`config.mk`:
```
export PLATFORM = sky130hd
export DESIGN_NAME = fifo_flag_core
export DESIGN_NICKNAME = d
export VERILOG_FILES = /design/src/pkg/fifo_pkg.sv /design/src/hdl/fifo_flag_core.sv /design/src/hdl/fifo_ram.sv
export SDC_FILE = /design/constraint.sdc
export NUM_CORES = 2
export LEC_CHECK = 0
export ABC_CLOCK_PERIOD_IN_PS = 5500
export BUFFER_PORTS_ARGS = -buffer_cell sky130_fd_sc_hd__buf_2
export CAP_MARGIN = 10
export CORE_UTILIZATION = 45
export DETAILED_ROUTE_END_ITERATION = 10
export PLACE_DENSITY_LB_ADDON = 0.3
export SLEW_MARGIN = 30
export SYNTH_ARGS = -nofsm -noshare
export SYNTH_HDL_FRONTEND = slang
export SYNTH_MEMORY_MAX_BITS = 65536
export SYNTH_SLANG_ARGS = --single-unit
```
`constraint.sdc`:
```
create_clock -name CLOCK_IN -period 5.5 [get_ports CLOCK_IN]
set_clock_uncertainty 0.2 [all_clocks]
set_input_delay 1.1 -clock CLOCK_IN [delete_from_list [all_inputs] [get_ports CLOCK_IN]]
set_output_delay 1.1 -clock CLOCK_IN [all_outputs]
set_load 0.01 [all_outputs]
```
`src/pkg/fifo_pkg.sv`:
```
// Package: constants, carriers and helpers of the status-flag FIFO core
//
// Overview of operation
// Mode is taken from three strap pins only while master reset is low.
// Standard mode: a written word reaches the output only on an enabled read edge.
// Fall-through: first word shows after three read clock transitions, no enable.
// Writer holds write enable low with data; a write clock rise captures it.
// Standard mode: empty flag goes high after the first write into an empty FIFO.
// Almost-empty flag goes high once stored count reaches empty offset plus one.
// Half-full flag goes low when stored count reaches half depth plus one.
// Almost-full flag goes low once stored count reaches depth minus full offset.
// Default full offset is 31, 63 or 127 by depth.
// Full flag goes low when count equals depth; further writes are dropped.
// The first read from a full FIFO returns the full flag high.
// Reads below thresholds return almost-full and half-full flags high.
// Almost-empty flag goes low when stored count falls to the empty offset.
// Default empty offset is 31, 63 or 127 by depth.
// Reading the last word drives empty flag low; reads while empty are ignored.
// Offset load with write enable low loads empty then full offset, alternately.
// Strap pattern selects the mode, which holds until the next master reset.
// Link clocks and pins are synchronised before any flag decision.
package fifo_pkg;

   // ----------------------------------------------------------------
   // Sizes and timing
   // ----------------------------------------------------------------
   localparam int DATA_W           = 18;
   localparam int OFFSET_W         = 12;
   localparam int DEPTH_DEFAULT    = 256;
   localparam int CLOCK_PERIOD_NS  = 10;
   localparam int FALL_THROUGH_MODE_TRANSITIONS = 3;

   // ----------------------------------------------------------------
   // Straps {first_load_n, read_expansion_n, write_expansion_n}
   // ----------------------------------------------------------------
   localparam logic [2:0] FALL_THROUGH_MODE_STRAP = 3'h2;

   // ----------------------------------------------------------------
   // Reset values
   // ----------------------------------------------------------------
   // Flag order {empty_n, full_n, half_n, aempty_n, afull_n}
   localparam logic [4:0]        FLAGS_RESET = 5'h0d;
   localparam logic [DATA_W-1:0] DATA_RESET  = 18'h00000;

   // ----------------------------------------------------------------
   // Carriers
   // ----------------------------------------------------------------
   typedef struct packed {
      logic              mrs_n;
      logic              fl_n;
      logic              rxi_n;
      logic              wxi_n;
      logic              ld_n;
      logic              wen_n;
      logic              ren_n;
      logic              wclk;
      logic              rclk;
      logic [DATA_W-1:0] data;
   } pins_s;

   typedef struct packed {
      logic empty_n;
      logic full_n;
      logic half_n;
      logic aempty_n;
      logic afull_n;
   } flags_s;

   typedef enum logic [2:0] {
      RD_IDLE  = 3'h1,
      RD_COUNT = 3'h2,
      RD_LOAD  = 3'h4
   } rd_state_e;

   // ----------------------------------------------------------------
   // Default offset for both partial flags
   // ----------------------------------------------------------------
   function automatic logic [OFFSET_W-1:0] default_offset(input int depth);
      if (depth <= 256) begin
         return 12'h01f;
      end else if (depth <= 512) begin
         return 12'h03f;
      end
      return 12'h07f;
   endfunction : default_offset

endpackage : fifo_pkg

```
`src/hdl/fifo_flag_core.sv`:
```
// Status-flag FIFO core: link sampling, offset load, store, read path and flags
`timescale 1ns/1ps
module fifo_flag_core #(
   parameter int DEPTH = fifo_pkg::DEPTH_DEFAULT
) (
   input  wire logic                        CLOCK_IN,
   input  wire logic                        RSTN_IN,
   input  wire logic                        MASTER_RESET_N_IN,
   input  wire logic                        FIRST_LOAD_N_IN,
   input  wire logic                        READ_EXPANSION_N_IN,
   input  wire logic                        WRITE_EXPANSION_N_IN,
   input  wire logic                        OFFSET_LOAD_N_IN,
   input  wire logic                        WRITE_CLOCK_IN,
   input  wire logic                        WRITE_ENABLE_N_IN,
   input  wire logic [fifo_pkg::DATA_W-1:0] DATA_IN,
   input  wire logic                        READ_CLOCK_IN,
   input  wire logic                        READ_ENABLE_N_IN,
   output logic      [fifo_pkg::DATA_W-1:0] DATA_OUT,
   output logic                             EMPTY_FLAG_N_OUT,
   output logic                             FULL_FLAG_N_OUT,
   output logic                             HALF_FULL_FLAG_N_OUT,
   output logic                             ALMOST_EMPTY_FLAG_N_OUT,
   output logic                             ALMOST_FULL_FLAG_N_OUT,
   output logic                             FALL_THROUGH_MODE_OUT
);

   localparam int AW    = $clog2(DEPTH);
   localparam int CW    = AW + 1;
   localparam int CMP_W = 14;
   localparam int DW    = fifo_pkg::DATA_W;
   localparam logic [CW-1:0]    DEPTH_C = CW'(DEPTH);
   localparam logic [CMP_W-1:0] DEPTH_W = CMP_W'(DEPTH);
   localparam logic [CMP_W-1:0] HALF_W  = CMP_W'(DEPTH / 2);
   localparam logic [1:0]       LAST_T  = 2'(fifo_pkg::FALL_THROUGH_MODE_TRANSITIONS - 1);

   // ----------------------------------------------------------------
   // Pin sampling
   // ----------------------------------------------------------------
   // Every outside pin runs through the same three stages, so data and
   // enables seen at stage three line up with the clock edge found there.
   fifo_pkg::pins_s raw;
   fifo_pkg::pins_s s1;
   fifo_pkg::pins_s s2;
   fifo_pkg::pins_s s3;
   fifo_pkg::pins_s next_s1;
   fifo_pkg::pins_s next_s2;
   fifo_pkg::pins_s next_s3;
   logic            wclk_st;
   logic            rclk_st;
   logic            next_wclk_st;
   logic            next_rclk_st;

   assign raw = '{mrs_n: MASTER_RESET_N_IN, fl_n: FIRST_LOAD_N_IN,
                  rxi_n: READ_EXPANSION_N_IN, wxi_n: WRITE_EXPANSION_N_IN,
                  ld_n: OFFSET_LOAD_N_IN, wen_n: WRITE_ENABLE_N_IN,
                  ren_n: READ_ENABLE_N_IN, wclk: WRITE_CLOCK_IN,
                  rclk: READ_CLOCK_IN, data: DATA_IN};

   // A level is accepted only when stages two and three agree
   function automatic logic settle(input logic b2, input logic b3, input logic st);
      return (b2 == b3) ? b3 : st;
   endfunction : settle

   always_comb begin
      next_s1      = raw;
      next_s2      = s1;
      next_s3      = s2;
      next_wclk_st = settle(s2.wclk, s3.wclk, wclk_st);
      next_rclk_st = settle(s2.rclk, s3.rclk, rclk_st);
   end

   always_ff @(posedge CLOCK_IN or negedge RSTN_IN) begin
      if (!RSTN_IN) begin
         s1      <= '0;
         s2      <= '0;
         s3      <= '0;
         wclk_st <= 1'b0;
         rclk_st <= 1'b0;
      end else begin
         s1      <= next_s1;
         s2      <= next_s2;
         s3      <= next_s3;
         wclk_st <= next_wclk_st;
         rclk_st <= next_rclk_st;
      end
   end

   logic wr_rise;
   logic rd_trans;
   logic rd_rise;

   assign wr_rise  = next_wclk_st & ~wclk_st;
   assign rd_trans = next_rclk_st ^ rclk_st;
   assign rd_rise  = rd_trans & ~rclk_st;

   // ----------------------------------------------------------------
   // Core state
   // ----------------------------------------------------------------
   logic                           fall_through_mode;
   logic [CW-1:0]                  mem_count;
   logic [AW-1:0]                  wr_ptr;
   logic [AW-1:0]                  rd_ptr;
   logic [1:0][DW-1:0]             buf_data;
   logic [1:0]                     buf_count;
   logic [fifo_pkg::OFFSET_W-1:0]  empty_off;
   logic [fifo_pkg::OFFSET_W-1:0]  full_off;
   logic                           load_sel;
   fifo_pkg::rd_state_e            rd_state;
   logic [1:0]                     trans_cnt;
   logic                           out_valid;
   logic [DW-1:0]                  data_out;
   fifo_pkg::flags_s               flags;

   logic                           next_fall_through_mode;
   logic [CW-1:0]                  next_mem_count;
   logic [AW-1:0]                  next_wr_ptr;
   logic [AW-1:0]                  next_rd_ptr;
   logic [1:0][DW-1:0]             next_buf_data;
   logic [1:0]                     next_buf_count;
   logic [fifo_pkg::OFFSET_W-1:0]  next_empty_off;
   logic [fifo_pkg::OFFSET_W-1:0]  next_full_off;
   logic                           next_load_sel;
   fifo_pkg::rd_state_e            next_rd_state;
   logic [1:0]                     next_trans_cnt;
   logic                           next_out_valid;
   logic [DW-1:0]                  next_data_out;
   fifo_pkg::flags_s               next_flags;

   logic                           mem_wr;
   logic                           mem_rd;
   logic [DW-1:0]                  rd_data;
   logic                           buf_in_valid;
   logic                           buf_in_ready;
   logic                           buf_out_valid;
   logic                           buf_out_ready;
   logic                           room;
   logic [CMP_W-1:0]               cnt_w;

   // Two-entry buffer between the write port and the store; the store
   // side stalls whenever it has no free word.
   assign buf_in_ready  = (buf_count != 2'h2);
   assign buf_out_valid = (buf_count != 2'h0);
   assign buf_out_ready = s3.mrs_n && (mem_count < DEPTH_C);
   assign room          = (mem_count + CW'(buf_count)) < DEPTH_C;
   assign buf_in_valid  = wr_rise && s3.mrs_n && !s3.wen_n && s3.ld_n;

   fifo_ram #(
      .WIDTH (DW),
      .DEPTH (DEPTH)
   ) u_ram (
      .clock_in    (CLOCK_IN),
      .wr_en_in    (mem_wr),
      .wr_addr_in  (wr_ptr),
      .wr_data_in  (buf_data[0]),
      .rd_en_in    (mem_rd),
      .rd_addr_in  (rd_ptr),
      .rd_data_out (rd_data)
   );

   always_comb begin
      next_fall_through_mode      = fall_through_mode;
      next_mem_count = mem_count;
      next_wr_ptr    = wr_ptr;
      next_rd_ptr    = rd_ptr;
      next_buf_data  = buf_data;
      next_buf_count = buf_count;
      next_empty_off = empty_off;
      next_full_off  = full_off;
      next_load_sel  = load_sel;
      next_rd_state  = rd_state;
      next_trans_cnt = trans_cnt;
      next_out_valid = out_valid;
      next_data_out  = data_out;
      mem_wr         = 1'b0;
      mem_rd         = 1'b0;

      if (!s3.mrs_n) begin
         // Mode is latched only here and held until the next master reset
         next_fall_through_mode      = ({s3.fl_n, s3.rxi_n, s3.wxi_n} == fifo_pkg::FALL_THROUGH_MODE_STRAP);
         next_mem_count = '0;
         next_wr_ptr    = '0;
         next_rd_ptr    = '0;
         next_buf_count = 2'h0;
         next_empty_off = fifo_pkg::default_offset(DEPTH);
         next_full_off  = fifo_pkg::default_offset(DEPTH);
         next_load_sel  = 1'b0;
         next_rd_state  = fifo_pkg::RD_IDLE;
         next_trans_cnt = 2'h0;
         next_out_valid = 1'b0;
         next_data_out  = fifo_pkg::DATA_RESET;
      end else begin
         // ----------------------------------------------------------------
         // Write side
         // ----------------------------------------------------------------
         if (buf_out_valid && buf_out_ready) begin
            mem_wr           = 1'b1;
            next_wr_ptr      = wr_ptr + 1'b1;
            next_buf_data[0] = buf_data[1];
            next_buf_count   = buf_count - 2'h1;
            next_mem_count   = mem_count + 1'b1;
         end
         if (wr_rise && !s3.wen_n && !s3.ld_n) begin
            if (!load_sel) begin
               next_empty_off = s3.data[fifo_pkg::OFFSET_W-1:0];
            end else begin
               next_full_off = s3.data[fifo_pkg::OFFSET_W-1:0];
            end
            next_load_sel = ~load_sel;
         end else if (buf_in_valid && buf_in_ready && room) begin
            next_buf_data[next_buf_count[0]] = s3.data;
            next_buf_count                   = next_buf_count + 2'h1;
         end

         // ----------------------------------------------------------------
         // Read side
         // ----------------------------------------------------------------
         unique case (rd_state)
            fifo_pkg::RD_IDLE: begin
               if (!fall_through_mode) begin
                  // Reads on an empty store are dropped
                  if (rd_rise && !s3.ren_n && mem_count != '0) begin
                     mem_rd        = 1'b1;
                     next_rd_state = fifo_pkg::RD_LOAD;
                  end
               end else if (!out_valid) begin
                  if (mem_count != '0) begin
                     next_rd_state  = fifo_pkg::RD_COUNT;
                     next_trans_cnt = 2'h0;
                  end
               end else if (rd_rise && !s3.ren_n) begin
                  if (mem_count != '0) begin
                     mem_rd        = 1'b1;
                     next_rd_state = fifo_pkg::RD_LOAD;
                  end else begin
                     next_out_valid = 1'b0;
                  end
               end
            end
            fifo_pkg::RD_COUNT: begin
               if (rd_trans) begin
                  if (trans_cnt == LAST_T) begin
                     mem_rd        = 1'b1;
                     next_rd_state = fifo_pkg::RD_LOAD;
                  end else begin
                     next_trans_cnt = trans_cnt + 2'h1;
                  end
               end
            end
            fifo_pkg::RD_LOAD: begin
               next_data_out  = rd_data;
               next_out_valid = 1'b1;
               next_rd_state  = fifo_pkg::RD_IDLE;
            end
         endcase
         if (mem_rd) begin
            next_rd_ptr    = rd_ptr + 1'b1;
            next_mem_count = next_mem_count - 1'b1;
         end
      end
   end

   // ----------------------------------------------------------------
   // Flags
   // ----------------------------------------------------------------
   // Flags follow the word count of the store; in fall-through mode the
   // empty flag instead tells whether the output holds a word.
   always_comb begin
      cnt_w = CMP_W'(next_mem_count);
      next_flags.empty_n  = next_fall_through_mode ? next_out_valid : (cnt_w != '0);
      next_flags.full_n   = (cnt_w != DEPTH_W);
      next_flags.half_n   = (cnt_w <= HALF_W);
      next_flags.aempty_n = (cnt_w > CMP_W'(next_empty_off));
      next_flags.afull_n  = ((cnt_w + CMP_W'(next_full_off)) < DEPTH_W);
   end

   always_ff @(posedge CLOCK_IN or negedge RSTN_IN) begin
      if (!RSTN_IN) begin
         fall_through_mode      <= 1'b0;
         mem_count <= '0;
         wr_ptr    <= '0;
         rd_ptr    <= '0;
         buf_data  <= '0;
         buf_count <= 2'h0;
         empty_off <= fifo_pkg::default_offset(DEPTH);
         full_off  <= fifo_pkg::default_offset(DEPTH);
         load_sel  <= 1'b0;
         rd_state  <= fifo_pkg::RD_IDLE;
         trans_cnt <= 2'h0;
         out_valid <= 1'b0;
         data_out  <= fifo_pkg::DATA_RESET;
         flags     <= fifo_pkg::FLAGS_RESET;
      end else begin
         fall_through_mode      <= next_fall_through_mode;
         mem_count <= next_mem_count;
         wr_ptr    <= next_wr_ptr;
         rd_ptr    <= next_rd_ptr;
         buf_data  <= next_buf_data;
         buf_count <= next_buf_count;
         empty_off <= next_empty_off;
         full_off  <= next_full_off;
         load_sel  <= next_load_sel;
         rd_state  <= next_rd_state;
         trans_cnt <= next_trans_cnt;
         out_valid <= next_out_valid;
         data_out  <= next_data_out;
         flags     <= next_flags;
      end
   end

   assign DATA_OUT                = data_out;
   assign EMPTY_FLAG_N_OUT        = flags.empty_n;
   assign FULL_FLAG_N_OUT         = flags.full_n;
   assign HALF_FULL_FLAG_N_OUT    = flags.half_n;
   assign ALMOST_EMPTY_FLAG_N_OUT = flags.aempty_n;
   assign ALMOST_FULL_FLAG_N_OUT  = flags.afull_n;
   assign FALL_THROUGH_MODE_OUT   = fall_through_mode;

endmodule : fifo_flag_core

```
`src/hdl/fifo_ram.sv`:
```
// Simple dual-port word store with registered read data
`timescale 1ns/1ps
module fifo_ram #(
   parameter int WIDTH = 18,
   parameter int DEPTH = 256
) (
   input  wire logic                     clock_in,
   input  wire logic                     wr_en_in,
   input  wire logic [$clog2(DEPTH)-1:0] wr_addr_in,
   input  wire logic [WIDTH-1:0]         wr_data_in,
   input  wire logic                     rd_en_in,
   input  wire logic [$clog2(DEPTH)-1:0] rd_addr_in,
   output logic      [WIDTH-1:0]         rd_data_out
);

   logic [WIDTH-1:0] mem [DEPTH];

   always_ff @(posedge clock_in) begin
      if (wr_en_in) begin
         mem[wr_addr_in] <= wr_data_in;
      end
      if (rd_en_in) begin
         rd_data_out <= mem[rd_addr_in];
      end
   end

endmodule : fifo_ram

```
==> After elaboration in Yosys (flattened, before gate mapping) <==
Memories as Yosys holds them, arrays and structs flattened. A register that Yosys moved wholly into a read port is not among the register bits.
Index checks and enable logic that the tools add are counted.
{ "word_totals": {"word_cells": 190, "output_inout_bits": 24, "ram_bits": 4608, "register_bits": 201, "mem_count": 1} }
{ "op_classes": {"eq_ne": 24, "add_sub_neg": 9, "n_reduce_logical": 21, "n_lt_le_gt_ge": 7, "n_bitwise": 7, "mux": 70} }
{ "memory_table": {"columns": ["memory", "depth", "word_bits", "rd", "rd_ports_with_merged_regs", "write_ports", "line", "text"], "rows": [
  ["u_ram.mem", 256, 18, 1, 1, 1, "fifo_ram.sv:16", "logic [WIDTH-1:0] mem [DEPTH];"]
]} }
{ "op_table": {"columns": ["op", "n"], "rows": [
  ["$mux W18", 7],
  ["$mux W12", 6],
  ["$bwmux W36", 1],
  ["$mux W9", 4],
  ["$mux W8", 4],
  ["$mux W3", 9],
  ["$mux W1", 23],
  ["$mux W2", 11],
  ["$demux W18 S1", 1],
  ["$lt A9 B9 Y1 const B", 2],
  ["$ne A3 B3 Y1 const B", 6],
  ["$reduce_bool A9 Y1", 2],
  ["$add A8 B1 Y8 const B", 2],
  ["$ne A5 B5 Y1 const B", 3],
  ["$add A9 B12 Y13", 1],
  ["$lt A13 B9 Y1 const B", 1],
  ["$gt A9 B12 Y1", 1],
  ["$logic_and A1 B1 Y1", 12],
  ["$reduce_and A6 Y1", 2],
  ["$add A9 B1 Y9 const B", 1],
  ["$add A9 B2 Y9", 1],
  ["$le A9 B8 Y1 const B", 1],
  ["$ne A9 B9 Y1 const B", 1],
  ["$pmux W3 S3", 1],
  ["22 further kinds", 35]
]} }

==> Logic depth before layout (Yosys ltp) <==
{ "logic_depth": {"ltp_word": 14, "depth_mapped": 19, "mapped_depth_nobuf": 18} }

==> By module <==
Synthesis repeated with hierarchy kept, for this count alone.
{ "unflattened": {"hier_cells": 8980, "hier_area_um2": 186426.3} }
{ "by_module_without_submodules": {"columns": ["mod", "cells_each", "area_per_inst_um2", "n_inst"], "rows": [
  ["fifo_ram", 8281, 178402.4, 1],
  ["fifo_flag_core", 699, 8023.9, 1]
]} }

==> Least setup slack after synthesis <==
Ideal clock, no wire load.
{ "synth_path": {"kind": "register to register", "start": "register buf_data[0] (netlist bit)", "end": "memory u_ram.mem[0][0], data pin", "n_path_buf": 0, "stages_incl_launch_ff": 1, "arrival_ns": 3.183, "required_ns": 4.496, "setup_ns": 0.804, "synth_period_minus_slack_ns": 4.187, "slack_ns": 1.313, "cell_sequence": "dfrtp_1"} }
{ "synth_lines": {"columns": ["element", "line", "text"], "rows": [
  ["start, declared", "fifo_flag_core.sv:103", "logic [1:0][DW-1:0] buf_data;"],
  ["start signal, assigned", "fifo_flag_core.sv:297", "buf_data <= next_buf_data;"],
  ["end, declared", "fifo_ram.sv:16", null]
]} }
Straight into the memory's write port.

==> qor.yml <==
worstPathArrival_ps: 5750
grt_pass1_vias: 92200
relSlewSlack: 0.230
grt_pass1_wl_um: 715000
cts_buffers: 467
post-place-ws_ps: 428
drc: 1
reg2reg_depth: 9
synth_cell_types: 78
drt-total-wl_um: 515000
worstReg2RegStart: "rd_ptr[0]"
start_util: 0.452
status: "finished, violations left"
timing.rr.end: "u_ram.rd_data_out[14]"
io_pins: 53
ant_nets: 0
violations: "DRC"
clock-root-buffer: "clkbuf_16"
ys_warn_count: 0
gr-total-overflow: 0
tightestPinTransition_ps: 1150
vias: 93700
setup_viol: 0
die_w_um: 644
worstHoldStart: "next_s3[23]"
power_density_mw_per_mm2: 382
placementRows: 235
synth_edf_count: 4626
leakage_nw: 65.9
hold_depth: 0
clk_pin_slew_ps: 60
rsz0062_at_grt: "no"
core_sq_mm: 0.410
layout_common_cells: "4626 x edfxtp_1, 1174 x mux4_2, 492 x buf_4, 474 x clkbuf_16, 330 x mux2i_1"
required_ps: 6040
worstSetupStartpointType: "flip-flop"
drt-wirelength-per-cell_um: 34.5
crit_slowest_cell: "dfrtp_4"
clk_path_buf_depth: 4
syn2layout_area_growth_pct: 14.2
crit_buf_inv: 3
post_cts_resized: 0
end_kind: "flip-flop"
hp-class: "flip-flop to flip-flop"
ys_ff_latch: 4827
h-tree-depth: 5
cts_tree: "yes"
die-area_sq_mm: 0.415
worstSetupPathType: "flip-flop to flip-flop"
slew_violations: 0
hold_viol: 0
synth_top_cells_by_area: "edfxtp_1 75%, mux4_2 14%, dfrtp_1 2.5%"
final_common_cell: "edfxtp_1"
dpl.hpwl_um: 295000
synth.avg_cell_area_sq_um: 22.0
min_to: "s3[23]"
stdcell_count: 15000
period_needed_ps: 5210
synth_flop_cell: "edfxtp_1"
maxCapViolCount: 0
dp.cells: 14000
ir_worst_vdd_mv: 0.303
syn_area_sq_mm: 0.186
timing.setup.tns_ps: 0
synthCells: 8449
drt-initial-drc-count: 14000
async_flop_share: 0.0416
yosysSeqAreaShare: 0.776
path_cells: "buf_12 -> buf_4 -> mux4_2 -> o22ai_1 -> nor3_1 -> o311ai_1 -> buf_4 -> o311ai_1 -> a311o_1"
gp_congestion: 0.872
nFillCells: 31400
antenna_found_initial: 20
yosys.area.top_type: "edfxtp_1"
yosys.area.top_type_share: 0.749
cts_sinks: 4827
grtUsageTotal: 0.244
vias_per_cell: 6.26
cpPeakStageDelay_ps: 1110
portBuffers: 52
fin_ws_ps: 287
drive_above_1_share: 0.300
final_nets: 9148
firstDrtPassIters: 10
fp.dieH_um: 644
grt_max_degree: 200
clk_latency_ps: 1020
synth_nets: 8508
max_freq_mhz: 192
crit_fanout: 37
critPathTopFamily: "compound AO/OA/AOI/OAI gates"
r2r_slack_ps: 290
period_share: 0.948
metal layers:
metal | vias to the layer above | part of all wire | GRT usage
li1 | 36900 | - | -
met1 | 50300 | 0.38 | 0.334
met2 | 5501 | 0.47 | 0.385
met3 | 932 | 0.11 | 0.0586
met4 | 4 | 0.041 | 0.0869
met5 | - | 0.000052 | 0
report_power, final:
part | internal [mW] | switching (mW) | leakage [nW]
Clock | 17.9 | 13.7 | 7.36
Combinational | 2.08 | 4.08 | 13.5
Sequential | 42.5 | 0.655 | 45.0
Total | 62.4 | 18.5 | 65.9
cell type report:
type	instances	area [sq um]	area share
clock buffers	570	12300	0.0583
multi-input cells	3100	39700	0.188
well taps	5451	6820	0.0322
clock inverters	298	2660	0.0126
inverters	33	139	0.000656
flip-flops and latches	4827	144000	0.680
diodes	16	40.0	0.000189
repair buffers	660	6060	0.0286
per-stage QoR:
| step | utilization | hold WS (ps) | area (sq um) | total power [mW] |
|---|---|---|---|---|
| finish | 0.517 | 146 | 212000 | 80.9 |
| global route | 0.516 | 155 | 212000 | 82.8 |
| CTS | 0.516 | 145 | 211000 | 81.1 |
| detailed placement | 0.478 | 135 | 196000 | 49.9 |
| global placement | 0.478 | 139 | 196000 | 49.6 |
| floorplan | - | 131 | 186000 | 47.7 |
worst max path at each step:
stage,startpoint,slack [ps],depth (start not counted),to
final,rd_ptr[0],290,9,u_ram.rd_data_out[14]
after global placement,rd_ptr[0],90,9,u_ram.rd_data_out[14]
after detailed placement,rd_ptr[0],430,9,u_ram.rd_data_out[14]
after CTS,rd_ptr[0],410,9,u_ram.rd_data_out[14]
after floorplan,buf_data[0],1310,0,u_ram.mem[0][0]
after global routing,rd_ptr[0],230,9,u_ram.rd_data_out[14]
registers in the layout, indices dropped and copies added (netlist names), 8 cells and up:
name / cells
s3: 27
empty_off: 12
u_ram.rd_data_out: 18
next_s2: 27
buf_data: 36
u_ram.mem: 4608
rd_ptr: 8
next_s3: 27
DATA_OUT: 18
mem_count: 9
wr_ptr: 8
full_off: 12
synthesized netlist by cell type, types with 62 or more instances:
library cell / count
buf_4: 74
mux2i_1: 330
nor2_1: 358
nand2_1: 260
mux4_2: 1174
edfxtp_1: 4626
o221ai_1: 137
a21oi_1: 180
buf_2: 104
clkbuf_1: 215
nand3_1: 62
o22ai_1: 98
dfrtp_1: 187
kinds of logic after synthesis:
| logic type | after synthesis | synth area share |
|---|---|---|
| flip-flops | 4827 | 0.776 |
| multiplexers | 1524 | 0.161 |
| AND/OR/NAND/NOR | 864 | 0.0203 |
| AO/OA/AOI/OAI | 649 | 0.0240 |
| buffers and inverters | 522 | 0.0149 |
| adder cells (fa/ha/maj) | 32 | 0.00213 |
| XOR/XNOR | 31 | 0.00146 |
repair_timing:
item	in CTS	in global routing
endpoints found under the hold margin	28	0
hold buffers	28	0
setup buffers	0	0
Note: power is estimated with default switching activity, not from simulation.
